==> src/shared/rsec_defs.svh <==
// Offsets, field positions, reset values and counts of the state-exit block
`ifndef RSEC_DEFS_SVH
`define RSEC_DEFS_SVH

// Register indices and their Wishbone byte addresses (index times four)
`define RSEC_CFG_INDEX 16'hDF13
`define RSEC_CFG_ADDR 32'h0003_7C4C
`define RSEC_TMO_INDEX 16'hDF30
`define RSEC_TMO_ADDR 32'h0003_7CC0
`define RSEC_STAT_INDEX 16'hDF31
`define RSEC_STAT_ADDR 32'h0003_7CC4

// State-exit configuration fields
`define RSEC_CLR_MSB 5
`define RSEC_CLR_LSB 4
`define RSEC_RXOFF_MSB 3
`define RSEC_RXOFF_LSB 2
`define RSEC_TXOFF_MSB 1
`define RSEC_TXOFF_LSB 0
`define RSEC_CLR_RST 2'h3
`define RSEC_RXOFF_RST 2'h0
`define RSEC_TXOFF_RST 2'h0

// Receive-timeout configuration fields
`define RSEC_RXT_MSB 2
`define RSEC_RXT_LSB 0
`define RSEC_QUAL_BIT 3
`define RSEC_RES_MSB 5
`define RSEC_RES_LSB 4
`define RSEC_RXT_RST 3'h7
`define RSEC_QUAL_RST 1'h0
`define RSEC_RES_RST 2'h0
`define RSEC_RXT_OFF 3'h7

// Timeout scale per wake resolution, relative to the lowest column
`define RSEC_MULT_RES0 4'h1
`define RSEC_MULT_RES1 4'h5
`define RSEC_MULT_RES2 4'h9
`define RSEC_MULT_RES3 4'hD

// Cycles of the longest timeout in the lowest resolution column
`define RSEC_TMO_UNIT_CYC 1024

`endif

==> src/shared/rsec_pkg.sv <==
// Types shared by the state-exit control block
package rsec_pkg;

    // Radio main states driven by the exit logic
    typedef enum logic [1:0] {
        RSEC_ST_IDLE,
        RSEC_ST_RX,
        RSEC_ST_TX,
        RSEC_ST_SYNTH_ON_TX_READY
    } rsec_state_e;

    // State-exit configuration fields
    typedef struct packed {
        logic [1:0] clear_channel_mode;
        logic [1:0] after_receive_next_state;
        logic [1:0] after_transmit_next_state;
    } rsec_cfg_s;

    // Receive-timeout configuration fields
    typedef struct packed {
        logic [1:0] wake_timer_resolution;
        logic timeout_qualifier_select;
        logic [2:0] rx_timeout_setting;
    } rsec_tmo_s;

    // Indications from the modem
    typedef struct packed {
        logic rssi_below_thresh;
        logic pkt_receiving;
        logic rx_pkt_done;
        logic tx_pkt_done;
        logic sync_found;
        logic preamble_quality_level;
    } rsec_rf_in_s;

    // Command strobes from the controller
    typedef struct packed {
        logic go_rx;
        logic go_tx;
        logic go_idle;
    } rsec_cmd_s;

endpackage

==> src/hdl/rsec_timeout.sv <==
// Sync-search timer of the receive state
`timescale 1ns/1ps
`include "rsec_defs.svh"

module rsec_timeout import rsec_pkg::*; #(
    parameter int unsigned UNIT_CYC = `RSEC_TMO_UNIT_CYC
) (
    input wire logic clk,
    input wire logic rst,
    input wire logic load,          // Start a new search
    input wire logic run,           // Radio is in receive
    input wire rsec_tmo_s tmo,      // Timeout configuration
    output logic expired_o          // One-cycle expiry pulse
);

    logic [31:0] cnt_q;             // Cycles left
    logic [31:0] expect_cyc;        // Reload value
    logic [3:0] mult;               // Column scale
    logic disabled;                 // Top setting, no timeout

    ////////////////////////////////////////////////////////////////////////
    // Reload value: halves per setting step
    always_comb begin
        case (tmo.wake_timer_resolution)
            2'h0: mult = `RSEC_MULT_RES0;
            2'h1: mult = `RSEC_MULT_RES1;
            2'h2: mult = `RSEC_MULT_RES2;
            default: mult = `RSEC_MULT_RES3;
        endcase
        disabled = (tmo.rx_timeout_setting == `RSEC_RXT_OFF);
        expect_cyc = (32'(UNIT_CYC) * {28'h0, mult})
            >> tmo.rx_timeout_setting;
    end

    ////////////////////////////////////////////////////////////////////////
    // Down counter
    always_ff @(posedge clk or posedge rst) begin
        if (rst) begin
            cnt_q <= 32'h0;
        end else if (load) begin
            cnt_q <= disabled ? 32'h0 : expect_cyc;
        end else if (run && cnt_q != 32'h0) begin
            cnt_q <= cnt_q - 32'h1;
        end
    end

    // Expiry pulse, never while disabled
    always_ff @(posedge clk or posedge rst) begin
        if (rst) begin
            expired_o <= 1'b0;
        end else begin
            expired_o <= run && !load && !disabled
                && cnt_q == 32'h1;
        end
    end
endmodule

==> src/hdl/rsec_top.sv <==
// State-exit configuration, clear-channel flag and radio next-state logic
`timescale 1ns/1ps
`include "rsec_defs.svh"

module rsec_top import rsec_pkg::*; #(
    parameter int unsigned TMO_UNIT_CYC = `RSEC_TMO_UNIT_CYC
) (
    input wire logic clk,
    input wire logic rst,
    input wire logic wb_cyc_i,
    input wire logic wb_stb_i,
    input wire logic wb_we_i,
    input wire logic [31:0] wb_adr_i,
    input wire logic [31:0] wb_dat_i,
    input wire logic [3:0] wb_sel_i,
    output logic [31:0] wb_dat_o,
    output logic wb_ack_o,
    input wire rsec_rf_in_s rf_in,
    input wire rsec_cmd_s cmd,
    output logic channel_clear_flag,
    output rsec_state_e radio_state,
    output logic preamble_restart,
    output logic rx_timeout_exit
);

    rsec_cfg_s cfg_q;               // State-exit configuration
    rsec_tmo_s tmo_q;               // Receive-timeout configuration
    rsec_state_e state_q;           // Current radio state
    rsec_state_e state_d;           // Next radio state
    logic req;                      // New bus request this cycle
    logic wr_en;                    // Write takes effect
    logic [31:0] rd_d;              // Read data for this address
    logic tmo_load;                 // Start sync search
    logic tmo_expired;              // Timer pulse
    logic qualified;                // Stay in receive on expiry
    logic restart_d;                // Preamble restart this cycle
    logic exit_d;                   // Timeout exit this cycle

    ////////////////////////////////////////////////////////////////////////
    // Wishbone slave: one-wait answer, unmapped reads give zero
    assign req = wb_cyc_i && wb_stb_i && !wb_ack_o;
    // Write lands on the edge where the master sees ack, not earlier
    assign wr_en = wb_cyc_i && wb_stb_i && wb_ack_o && wb_we_i
        && wb_sel_i[0];

    // Read multiplexer
    always_comb begin
        rd_d = 32'h0;
        case (wb_adr_i)
            `RSEC_CFG_ADDR: rd_d = {26'h0, cfg_q};
            `RSEC_TMO_ADDR: rd_d = {26'h0, tmo_q};
            `RSEC_STAT_ADDR: rd_d = {29'h0, channel_clear_flag, state_q};
            default: rd_d = 32'h0;
        endcase
    end

    // Acknowledge and read data
    always_ff @(posedge clk or posedge rst) begin
        if (rst) begin
            wb_ack_o <= 1'b0;
            wb_dat_o <= 32'h0;
        end else begin
            wb_ack_o <= req;
            wb_dat_o <= (req && !wb_we_i) ? rd_d : 32'h0;
        end
    end

    // Configuration registers, upper bits are never stored
    always_ff @(posedge clk or posedge rst) begin
        if (rst) begin
            cfg_q.clear_channel_mode <= `RSEC_CLR_RST;
            cfg_q.after_receive_next_state <= `RSEC_RXOFF_RST;
            cfg_q.after_transmit_next_state <= `RSEC_TXOFF_RST;
            tmo_q.rx_timeout_setting <= `RSEC_RXT_RST;
            tmo_q.timeout_qualifier_select <= `RSEC_QUAL_RST;
            tmo_q.wake_timer_resolution <= `RSEC_RES_RST;
        end else if (wr_en && wb_adr_i == `RSEC_CFG_ADDR) begin
            cfg_q.clear_channel_mode <=
                wb_dat_i[`RSEC_CLR_MSB:`RSEC_CLR_LSB];
            cfg_q.after_receive_next_state <=
                wb_dat_i[`RSEC_RXOFF_MSB:`RSEC_RXOFF_LSB];
            cfg_q.after_transmit_next_state <=
                wb_dat_i[`RSEC_TXOFF_MSB:`RSEC_TXOFF_LSB];
        end else if (wr_en && wb_adr_i == `RSEC_TMO_ADDR) begin
            tmo_q.rx_timeout_setting <= wb_dat_i[`RSEC_RXT_MSB:`RSEC_RXT_LSB];
            tmo_q.timeout_qualifier_select <= wb_dat_i[`RSEC_QUAL_BIT];
            tmo_q.wake_timer_resolution <=
                wb_dat_i[`RSEC_RES_MSB:`RSEC_RES_LSB];
        end
    end

    ////////////////////////////////////////////////////////////////////////
    // Clear-channel indication per selected mode
    always_ff @(posedge clk or posedge rst) begin
        if (rst) begin
            channel_clear_flag <= 1'b0;
        end else begin
            case (cfg_q.clear_channel_mode)
                2'h0: channel_clear_flag <= 1'b1;
                2'h1: channel_clear_flag <= rf_in.rssi_below_thresh;
                2'h2: channel_clear_flag <= !rf_in.pkt_receiving;
                default: channel_clear_flag <= rf_in.rssi_below_thresh
                    && !rf_in.pkt_receiving;
            endcase
        end
    end

    ////////////////////////////////////////////////////////////////////////
    // Next radio state; idle command wins, then packet end, then timer
    assign qualified = rf_in.sync_found || (tmo_q.timeout_qualifier_select
        && rf_in.preamble_quality_level);

    always_comb begin
        state_d = state_q;
        restart_d = 1'b0;
        exit_d = 1'b0;
        case (state_q)
            RSEC_ST_RX: begin
                if (cmd.go_idle) begin
                    state_d = RSEC_ST_IDLE;
                end else if (rf_in.rx_pkt_done) begin
                    case (cfg_q.after_receive_next_state)
                        2'h0: state_d = RSEC_ST_IDLE;
                        2'h1: state_d = RSEC_ST_SYNTH_ON_TX_READY;
                        2'h2: state_d = RSEC_ST_TX;
                        default: state_d = RSEC_ST_RX;
                    endcase
                end else if (tmo_expired && !qualified) begin
                    state_d = RSEC_ST_IDLE;
                    exit_d = 1'b1;
                end
            end
            RSEC_ST_TX: begin
                if (cmd.go_idle) begin
                    state_d = RSEC_ST_IDLE;
                end else if (rf_in.tx_pkt_done) begin
                    case (cfg_q.after_transmit_next_state)
                        2'h0: state_d = RSEC_ST_IDLE;
                        2'h1: state_d = RSEC_ST_SYNTH_ON_TX_READY;
                        2'h2: begin
                            state_d = RSEC_ST_TX;
                            restart_d = 1'b1;
                        end
                        default: state_d = RSEC_ST_RX;
                    endcase
                end
            end
            default: begin
                // Idle or synthesizer on: wait for a command
                if (cmd.go_idle) begin
                    state_d = RSEC_ST_IDLE;
                end else if (cmd.go_rx) begin
                    state_d = RSEC_ST_RX;
                end else if (cmd.go_tx) begin
                    state_d = RSEC_ST_TX;
                end
            end
        endcase
    end

    // State and event outputs
    always_ff @(posedge clk or posedge rst) begin
        if (rst) begin
            state_q <= RSEC_ST_IDLE;
            preamble_restart <= 1'b0;
            rx_timeout_exit <= 1'b0;
        end else begin
            state_q <= state_d;
            preamble_restart <= restart_d;
            rx_timeout_exit <= exit_d;
        end
    end

    assign radio_state = state_q;

    ////////////////////////////////////////////////////////////////////////
    // Sync-search timer, restarted on every entry into receive
    assign tmo_load = (state_d == RSEC_ST_RX) && (state_q != RSEC_ST_RX
        || rf_in.rx_pkt_done);

    rsec_timeout #(
        .UNIT_CYC(TMO_UNIT_CYC)
    ) u_timeout (
        .clk(clk),
        .rst(rst),
        .load(tmo_load),
        .run(state_q == RSEC_ST_RX),
        .tmo(tmo_q),
        .expired_o(tmo_expired)
    );
endmodule

==> config.mk <==
export PLATFORM = sky130hd
export DESIGN_NAME = rsec_top
export DESIGN_NICKNAME = d
export VERILOG_FILES = /design/src/shared/rsec_pkg.sv /design/src/hdl/rsec_timeout.sv /design/src/hdl/rsec_top.sv
export VERILOG_INCLUDE_DIRS = /design/src /design/src/shared
export SDC_FILE = /design/constraint.sdc
export NUM_CORES = 1
export LEC_CHECK = 0
export BUFFER_PORTS_ARGS = -buffer_cell sky130_fd_sc_hd__buf_2
export CORE_MARGIN = 1
export CORE_UTILIZATION = 51
export DETAILED_ROUTE_END_ITERATION = 6
export GPL_ROUTABILITY_DRIVEN = 1
export PLACE_DENSITY = 0.78
export SLEW_MARGIN = 20
export SYNTH_ARGS = -nofsm -noshare
export SYNTH_HDL_FRONTEND = slang
export SYNTH_SLANG_ARGS = --single-unit
==> constraint.sdc <==
create_clock -name clk -period 3.08 [get_ports clk]
set_clock_uncertainty 0.1 [all_clocks]
set_input_delay 0.616 -clock clk [delete_from_list [all_inputs] [get_ports clk]]
set_output_delay 0.616 -clock clk [all_outputs]
set_load 0.005 [all_outputs]
# After elaboration in Yosys (flattened, before gate mapping)
# Cells that the tools add are included.
# Widths: inputs -> output; s select.
[totals]
reg_bits = 83
input_bits = 82
out_inout_bits = 38
word_cells = 91
[classes]
n_addsub = 1
n_eq_ne = 17
shift = 1
muxes = 26
bitwise = 1
n_reduce_logical = 31
[ops]
columns = ["op", "n"]
rows = [
  ["$mux 32", 4],
  ["$eq 32x18->1 const B", 3],
  ["$eq 32x1->1 const B", 1],
  ["$reduce_bool 32->1", 1],
  ["$shr 14x3->32", 1],
  ["$sub 32x1->32 const B", 1],
  ["$pmux 6 s3", 1],
  ["$logic_and 1x1->1", 16],
  ["$mux 2", 8],
  ["$eq 2x1->1 const B", 6],
  ["$pmux 2 s3", 2],
  ["$pmux 4 s3", 1],
  ["$eq 2x2->1 const B", 5],
  ["$logic_not 2->1", 4],
  ["$mux 1", 8],
  ["$logic_not 1->1", 6],
  ["$pmux 2 s2", 1],
  ["$eq 3x3->1 const B", 1],
  ["$pmux 1 s3", 1],
  ["$logic_or 1x1->1", 2],
  ["$ne 2x1->1 const B", 1],
  ["$reduce_and 2->1", 1],
  ["$reduce_bool 2->1", 1],
  ["$not 1->1", 1],
]

# Depth between registers and ports, before layout
# Gate-level depths: netlist of the first run.
[logic_depth]
word_depth = 14
depth_mapped = 10
ltp_nobuf = 7

# Modules after synthesis
# A second synthesis of the first run with hierarchy kept.
[hier_totals]
cells_unflattened = 383
area_unflattened_um2 = 3573.4
[by_module_without_submodules]
columns = ["mod", "n_inst", "cells_per_inst", "area_each_um2", "seq_area_each_um2"]
rows = [
  ["rsec_timeout", 1, 238, 2083.2, 825.8],
  ["rsec_top", 1, 145, 1490.2, 606.8],
]

# Worst setup path after synthesis of the first run
# Ideal clock, no wire load.
[synth_timing]
path_kind = "input to register"
startpoint = "input wb_adr_i[5]"
endpoint = "register cfg_q[1] in the netlist's numbering"
setup_time_ps = 125
arrival_time_ps = 2184
t_required_ps = 2855
setup_slack_ps = 672
path_stages = 6
n_path_buf = 1
cell_sequence = "nor4b_1 > nand4_1 > nor3_2 > and2_0 > clkbuf_1 > mux2_2"
[synth_via]
elab_chain_cells = 2
[synth_lines]
columns = ["element", "line_no", "rtl"]
rows = [
  ["start: declaration", "rsec_top.sv:13", "input wire logic [31:0] wb_adr_i,"],
  ["$eq 32x18->1", "--", ""],
  ["$logic_and 1x1->1 (no source line)", "--", ""],
  ["end: declaration", "rsec_top.sv:26", "rsec_cfg_s cfg_q;"],
]
# Every way passes these cells.
# A chain may end at the register's enable or synchronous reset.

# Final worst setup path of the first run
[layout_timing]
startpoint = "register u_timeout.cnt_q[24]"
endpoint = "register u_timeout.cnt_q[12]"
[layout_via]
elab_chain_cells = 3
[layout_lines]
columns = ["element", "line_no", "rtl"]
rows = [
  ["start: declaration", "rsec_timeout.sv:16", "logic [31:0] cnt_q;"],
  ["start signal: assignment", "rsec_timeout.sv:41", "cnt_q <= disabled ? 32'h0 : expect_cyc;"],
  ["start signal: assignment", "rsec_timeout.sv:43", "cnt_q <= cnt_q - 32'h1;"],
  ["$reduce_bool 32->1", "rsec_timeout.sv:42", "end else if (run && cnt_q != 32'h0) begin"],
  ["$logic_and 1x1->1", "rsec_timeout.sv:42", ""],
  ["$reduce_bool 2->1 (no source line)", "--", ""],
]
# Every way passes these cells.

==> results of run 1 <==
state kept, by name, indices dropped and copies added (netlist names):
signal               flops
wb_dat_o                 6
u_timeout.cnt_q         32
wb_ack_o                 1
rx_timeout_exit          1
preamble_restart         1
cfg_q                    6
channel_clear_flag       1
tmo_q                    6
u_timeout.expired_o      1
radio_state              2
logic make-up after synthesis:
logic type                 Yosys count  share of synthesized area
AOI/OAI and AO/OA                   87                     0.1647
buffers and inverters               47                    0.07986
other                                1                   0.001068
adders and majority gates            8                    0.02852
muxes                               22                    0.06881
and+or+nand+nor                    134                     0.2339
xor gates and xnor gates             6                    0.01497
DFF                                 57                     0.4082
metal layers:
metal,GRT usage,up-vias,wire [um]
li1,-,1455,-
met1,0.3293,1500,3506
met2,0.3754,100,3893
met3,0.03891,9,350
met4,0.08012,0,107
met5,0,-,0
final cells by class:
class                           instances  area [um^2]
Clock buffer                           10        127.6
Clock inverter                          6        130.1
Fill cell                             516         2370
Inverter                               10        37.54
Multi-Input combinational cell        283         1893
Sequential cell                        57         1433
Tap cell                               77        96.34
Timing Repair Buffer                   74        407.9
placed cells by master, fill, tap and decap left out, drive strengths merged, types with 9 or more instances in the layout:
master	instances
nor4	9
or4	14
or3	16
inv	10
nor2	21
mux2	17
buf	74
o31ai	14
nand2	16
clkbuf	10
dfrtp	52
o21ai	20
a21oi	26
conb	26
worst max-delay path by stage:
stage                                      endpoint  slack (ns)  depth (start not counted)
floorplan                      cfg_q[1]$_DFFE_PP0P_        0.67                          6
global placement    u_timeout.cnt_q[12]$_DFFE_PP0P_        0.49                          5
detailed placement  u_timeout.cnt_q[25]$_DFFE_PP0P_        0.42                          7
CTS                 u_timeout.cnt_q[25]$_DFFE_PP0P_        0.41                          7
global route        u_timeout.cnt_q[25]$_DFFE_PP0P_        0.17                          7
finish              u_timeout.cnt_q[12]$_DFFE_PP0P_        0.39                          5
where the power goes:
group / leakage, nW / internal (W) / total [W] / switching [W]
Combinational: 1.05 / 0.000434 / 0.00107 / 0.000639
Clock: 0.130 / 0.000617 / 0.000919 / 0.000302
Sequential: 0.747 / 0.000848 / 0.000967 / 0.000119
through the flow:
step / instances / power (W) / setup slack, ns / area, um^2
after detailed placement: 501 / 0.002032 / 0.4176 / 3867
final: 517 / 0.002959 / 0.3877 / 4125
after floorplan: 387 / 0.001738 / 0.6715 / 3603
after global routing: 517 / 0.003139 / 0.1674 / 4125
after global placement: 501 / 0.001995 / 0.4891 / 3867
after CTS: 517 / 0.002961 / 0.4118 / 4125
==> results.yml, run 1 <==
setup_path:
  crit_type: "flop to flop"
  cp.arrival_ns: 2.81
  cp_slowest_cell: "or4_4"
  timing.rr.start: "u_timeout.cnt_q[24]$_DFFE_PP0P_"
  r2r_end: "u_timeout.cnt_q[12]$_DFFE_PP0P_"
  timing.critical_path.from: "u_timeout.cnt_q[24]$_DFFE_PP0P_"
  crit_path_cell_trace: "or4_4, or3_1, nor3_2, o21ai_1, mux2_2"
  crit_path_end_kind: "flop"
  ff2ff_setup_slack_ns: 0.39
  reg2regPathDepth: 5
  cpLargestDelayFamily: "simple AND/OR/NAND/NOR gates"
  cp-start-kind: "flop"
  cp_max_fo: 7
  required_ns: 3.19
  slowest_delay_ns: 0.56
  cp_num_buf_inv: 0
run_status:
  status: "finished with violations"
  violations: "design-rule violations"
layout:
  drive_gt1_frac: 0.2977
  diodes: 0
  area_delta_synth_final_pct: 17.54
  fin_util: 0.6351
  final_nets: 525
sta:
  drv_slew: 0
  finalSetupTns_ns: 0
  hold_violations: 0
  grt_setup_unrepaired: "false"
  worst_pin_slew_ns: 0.7155
  final.min_clock_period_ns: 2.692
  max_freq_mhz: 371.4
  setup_viol: 0
  min_period_over_period: 0.8741
  hold_slack_ns: 0.2949
  relSlewSlack: 0.5223
job:
  drv_cap: 0
power:
  vdd_drop_max_uv: 548.8
  p_leak_nw: 1.926
  p_per_area_nw_per_um2: 717.2
synthesis:
  yosysMostFrequentCell: "dfrtp_1"
  synthTopCellsByArea: "dfrtp_1, buf_4, mux2_2, dfstp_2, a21oi_1"
  synthCells: 362
  yosys_warnings: 0
  synth-seq-area-share: 0.4082
  synth_edf_count: 0
  netlist_area_um2: 3510
  synth-seq-cells: 57
  syn_avg_cell_area_um2: 9.695
  synth.largest_area_cell: "dfrtp_1"
  synth_top_area_frac: 0.3708
  synth_cell_types: 56
  synth-main-ff-cell: "dfrtp_1"
  async_flop_share: 1.000
  yosys-top-cells-count: "dfrtp_1, a21oi_1, buf_4"
route:
  wl_per_cell_um: 15.20
  dr.pass1.iters: 7
  final_antenna_net_count: 0
  drt_iter0_drc: 228
  vias: 3064
  via_per_inst: 5.926
  drc_errors: 9
  drt-total-wl_um: 7857
cts:
  clkTransAtPathRegs_ns: 0.07
  cts_resized: 0
  cts_setup_buffers: 0
  hold_buffers: 0
  htreeDepth: 3
  ctsRootBufferMaster: "clkbuf_8"
  clockBufferDepth: 2
  numCtsBuffers: 9
  cts_tree: "built"
  clk-insertion-delay-late_ns: 0.33
  cts_sinks: 57
grt:
  globalRoute.totalOverflow: 0
  grt_max_degree: 35
  grt_usage: 0.2360
  grt_pass1_vias: 2829
  antenna_found_initial: 0
  grt_pass1_wl_um: 13540
floorplan:
  die_h_um: 84.96
  core_area_um2: 6495
  rows: 29
  die-area_um2: 7217
  dieWidth_um: 84.96
  io_pins: 120
  start_util: 0.5404
worst_hold_path:
  hold_class: "primary input to async pin"
placement:
  numPortBuffers: 64
  hpwlAfterDp_um: 5791
  routabilityCongestion: 0.8391
(Power assumes the default switching activity.)
==> run 2: changes to the inputs <==
--- a/config.mk
+++ b/config.mk
@@ -12,6 +12,7 @@
 export DETAILED_ROUTE_END_ITERATION = 6
 export GPL_ROUTABILITY_DRIVEN = 1
 export PLACE_DENSITY = 0.78
+export REMOVE_ABC_BUFFERS = 1
 export SLEW_MARGIN = 20
 export SYNTH_ARGS = -nofsm -noshare
 export SYNTH_HDL_FRONTEND = slang
==> run 2 against run 1 <==
Compared with the run above: the run still ends with design-rule violations left; global-route usage grew 1.0 points; total power shrank 7.4%; largest power group unchanged; maximum frequency is 4.4% lower; critical endpoint is now u_timeout.cnt_q[25]$_DFFE_PP0P_; sequential power up 0.5%; final cell count stayed put; sequential cell count did not move; routed wire length grew 2.7%; clock power down 24%.
==> results.yml, run 2 (same netlist as run 1, synthesis figures left out) <==
layout:
  mostFrequentLayoutCell: "buf_2"
  fill_cells: 566
  design_area_um2: 4066
  final_nets: 525
  diodes: 0
  final_cell_mix: "buf_2, dfrtp_1, a21oi_1, conb_1, nor2_1"
  drive_gt1_frac: 0.2955
  largest_reg_flops: 32
  largest_register: "u_timeout.cnt_q"
  multi_input_area_um2: 1893
  seq_area_um2: 1433
  area_delta_synth_final_pct: 15.86
power:
  power_frac_seq: 0.355
  power_frac_clock: 0.257
  sw_frac_of_total: 0.3814
  share_comb_of_total_power: 0.389
  vdd_drop_max_uv: 289.7
  internal_power_w: 0.001695
  switchingPower_w: 0.001045
  p_per_area_nw_per_um2: 673.8
  p_leak_nw: 1.901
placement:
  numPortBuffers: 64
  routabilityCongestion: 0.8181
  place_area_um2: 3867
  hpwlAfterDp_um: 5999
sta:
  finalSetupTns_ns: 0
  drv_slew: 0
  worst_pin_slew_ns: 0.5954
  setup_viol: 0
  grt_setup_unrepaired: "false"
  relSlewSlack: 0.6019
  final.min_clock_period_ns: 2.817
  min_period_over_period: 0.9146
  max_freq_mhz: 355.0
  hold_violations: 0
grt:
  grt_busiest_layer: "met2"
  grt_max_degree: 32
  grt_pass1_wl_um: 14060
  grtUsageMet3: 0.04767
  grt_pass1_vias: 3023
  globalRoute.totalOverflow: 0
  grtUsageMet2: 0.4010
  antenna_found_initial: 0
  met1_usage: 0.3222
  grt_usage: 0.2464
cts:
  hold_buffers: 0
  cts_resized: 0
  clockBufferDepth: 2
  cts_setup_buffers: 0
  ctsRootBufferMaster: "clkbuf_8"
  numCtsBuffers: 9
  clkTransAtPathRegs_ns: 0.07
  cts_tree: "built"
  clk-insertion-delay-late_ns: 0.34
  cts_sinks: 57
  htreeDepth: 3
setup_path:
  crit_type: "flop to flop"
  crit_path_end_kind: "flop"
  timing.rr.start: "radio_state[1]$_DFF_PP0_"
  cp.arrival_ns: 2.98
  cp-start-kind: "flop"
  required_ns: 3.24
  timing.critical_path.from: "radio_state[1]$_DFF_PP0_"
  cp_max_fo: 15
route:
  drt_iter0_drc: 242
  via_per_inst: 5.874
  vias: 3037
  dr.pass1.iters: 7
  drc_errors: 4
  wl_per_cell_um: 15.60
  drt-total-wl_um: 8067
  final_antenna_net_count: 0
floorplan:
  die-area_um2: 7217
  rows: 29
  dieWidth_um: 84.96
  core_area_um2: 6495
  die_h_um: 84.96
  io_pins: 120
  start_util: 0.5404
run_status:
  violations: "design-rule violations"
  status: "finished with violations"
worst_hold_path:
  hold_class: "primary input to async pin"
job:
  drv_cap: 0
-- run 2: changes by cell type in the layout (fill, tap and decap cells not counted) --
cell	change
bufinv_16	-3
clkbuf_1	+1
clkbuf_8	+2
-- run 2: per-layer routing --
layer / share of wire / up-vias
met1: 0.45 / 1487
met5: 0 / -
met3: 0.043 / 15
met4: 0.013 / 0
li1: - / 1450
met2: 0.49 / 85
-- run 2: critical path, cell delays in order (launching register included) --
cell      delay (ns)
dfrtp_1         0.46
inv_1           0.09
ha_1            0.16
or3b_2          0.47
nor3_1          0.38
o211ai_2        0.37
or4_1           0.56
a21oi_1         0.15
-- run 2: cell type report --
type	count	area share
tap	77	0.02369
inverter	10	0.009231
clock inverter	3	0.009846
timing repair buffer	74	0.1003
multi-input combinational	283	0.4655
clock buffer	13	0.03908
sequential	57	0.3523
-- run 2: final timing paths --
| check | end | slack [ns] | cells past startpoint |
|---|---|---|---|
| worst max-delay path | u_timeout.cnt_q[25]$_DFFE_PP0P_ | 0.26 | 7 |
| worst min-delay path | u_timeout.cnt_q[21]$_DFFE_PP0P_ | 0.24 | 2 |
| worst max register to register | u_timeout.cnt_q[25]$_DFFE_PP0P_ | 0.26 | 7 |
| worst min register to register | wb_ack_o$_DFF_PP0_ | 0.37 | 1 |
| max in group asynchronous | cfg_q[5]$_DFFE_PP1P_ | 2.00 | 3 |
| min in group clk | wb_ack_o$_DFF_PP0_ | 0.37 | 1 |
-- run 2: power by group through the flow --
stage	Clock, W	Combinational [W]	Sequential (W)
6_report	0.000703	0.00106	0.000972
5_1_grt	0.000745	0.00119	0.000991
4_1_cts	0.000714	0.00106	0.000970
3_5_place_dp	0	0.00105	0.000983
3_3_place_gp	0	0.00101	0.000972
2_1_floorplan	0	0.000738	0.000948
-- run 2: per-stage QoR --
stage / cells / hold slack, ns / util / setup slack (ns) / power [W]
2_1_floorplan: 350 / 0.3608 / - / -0.1070 / 0.001686
3_3_place_gp: 501 / 0.3630 / 0.5955 / 0.3595 / 0.001985
3_5_place_dp: 501 / 0.3630 / 0.5955 / 0.2890 / 0.002031
4_1_cts: 517 / 0.2645 / 0.6261 / 0.2718 / 0.002743
5_1_grt: 517 / 0.2978 / 0.6261 / 0.02839 / 0.002928
6_report: 517 / 0.2432 / 0.6261 / 0.2631 / 0.002740
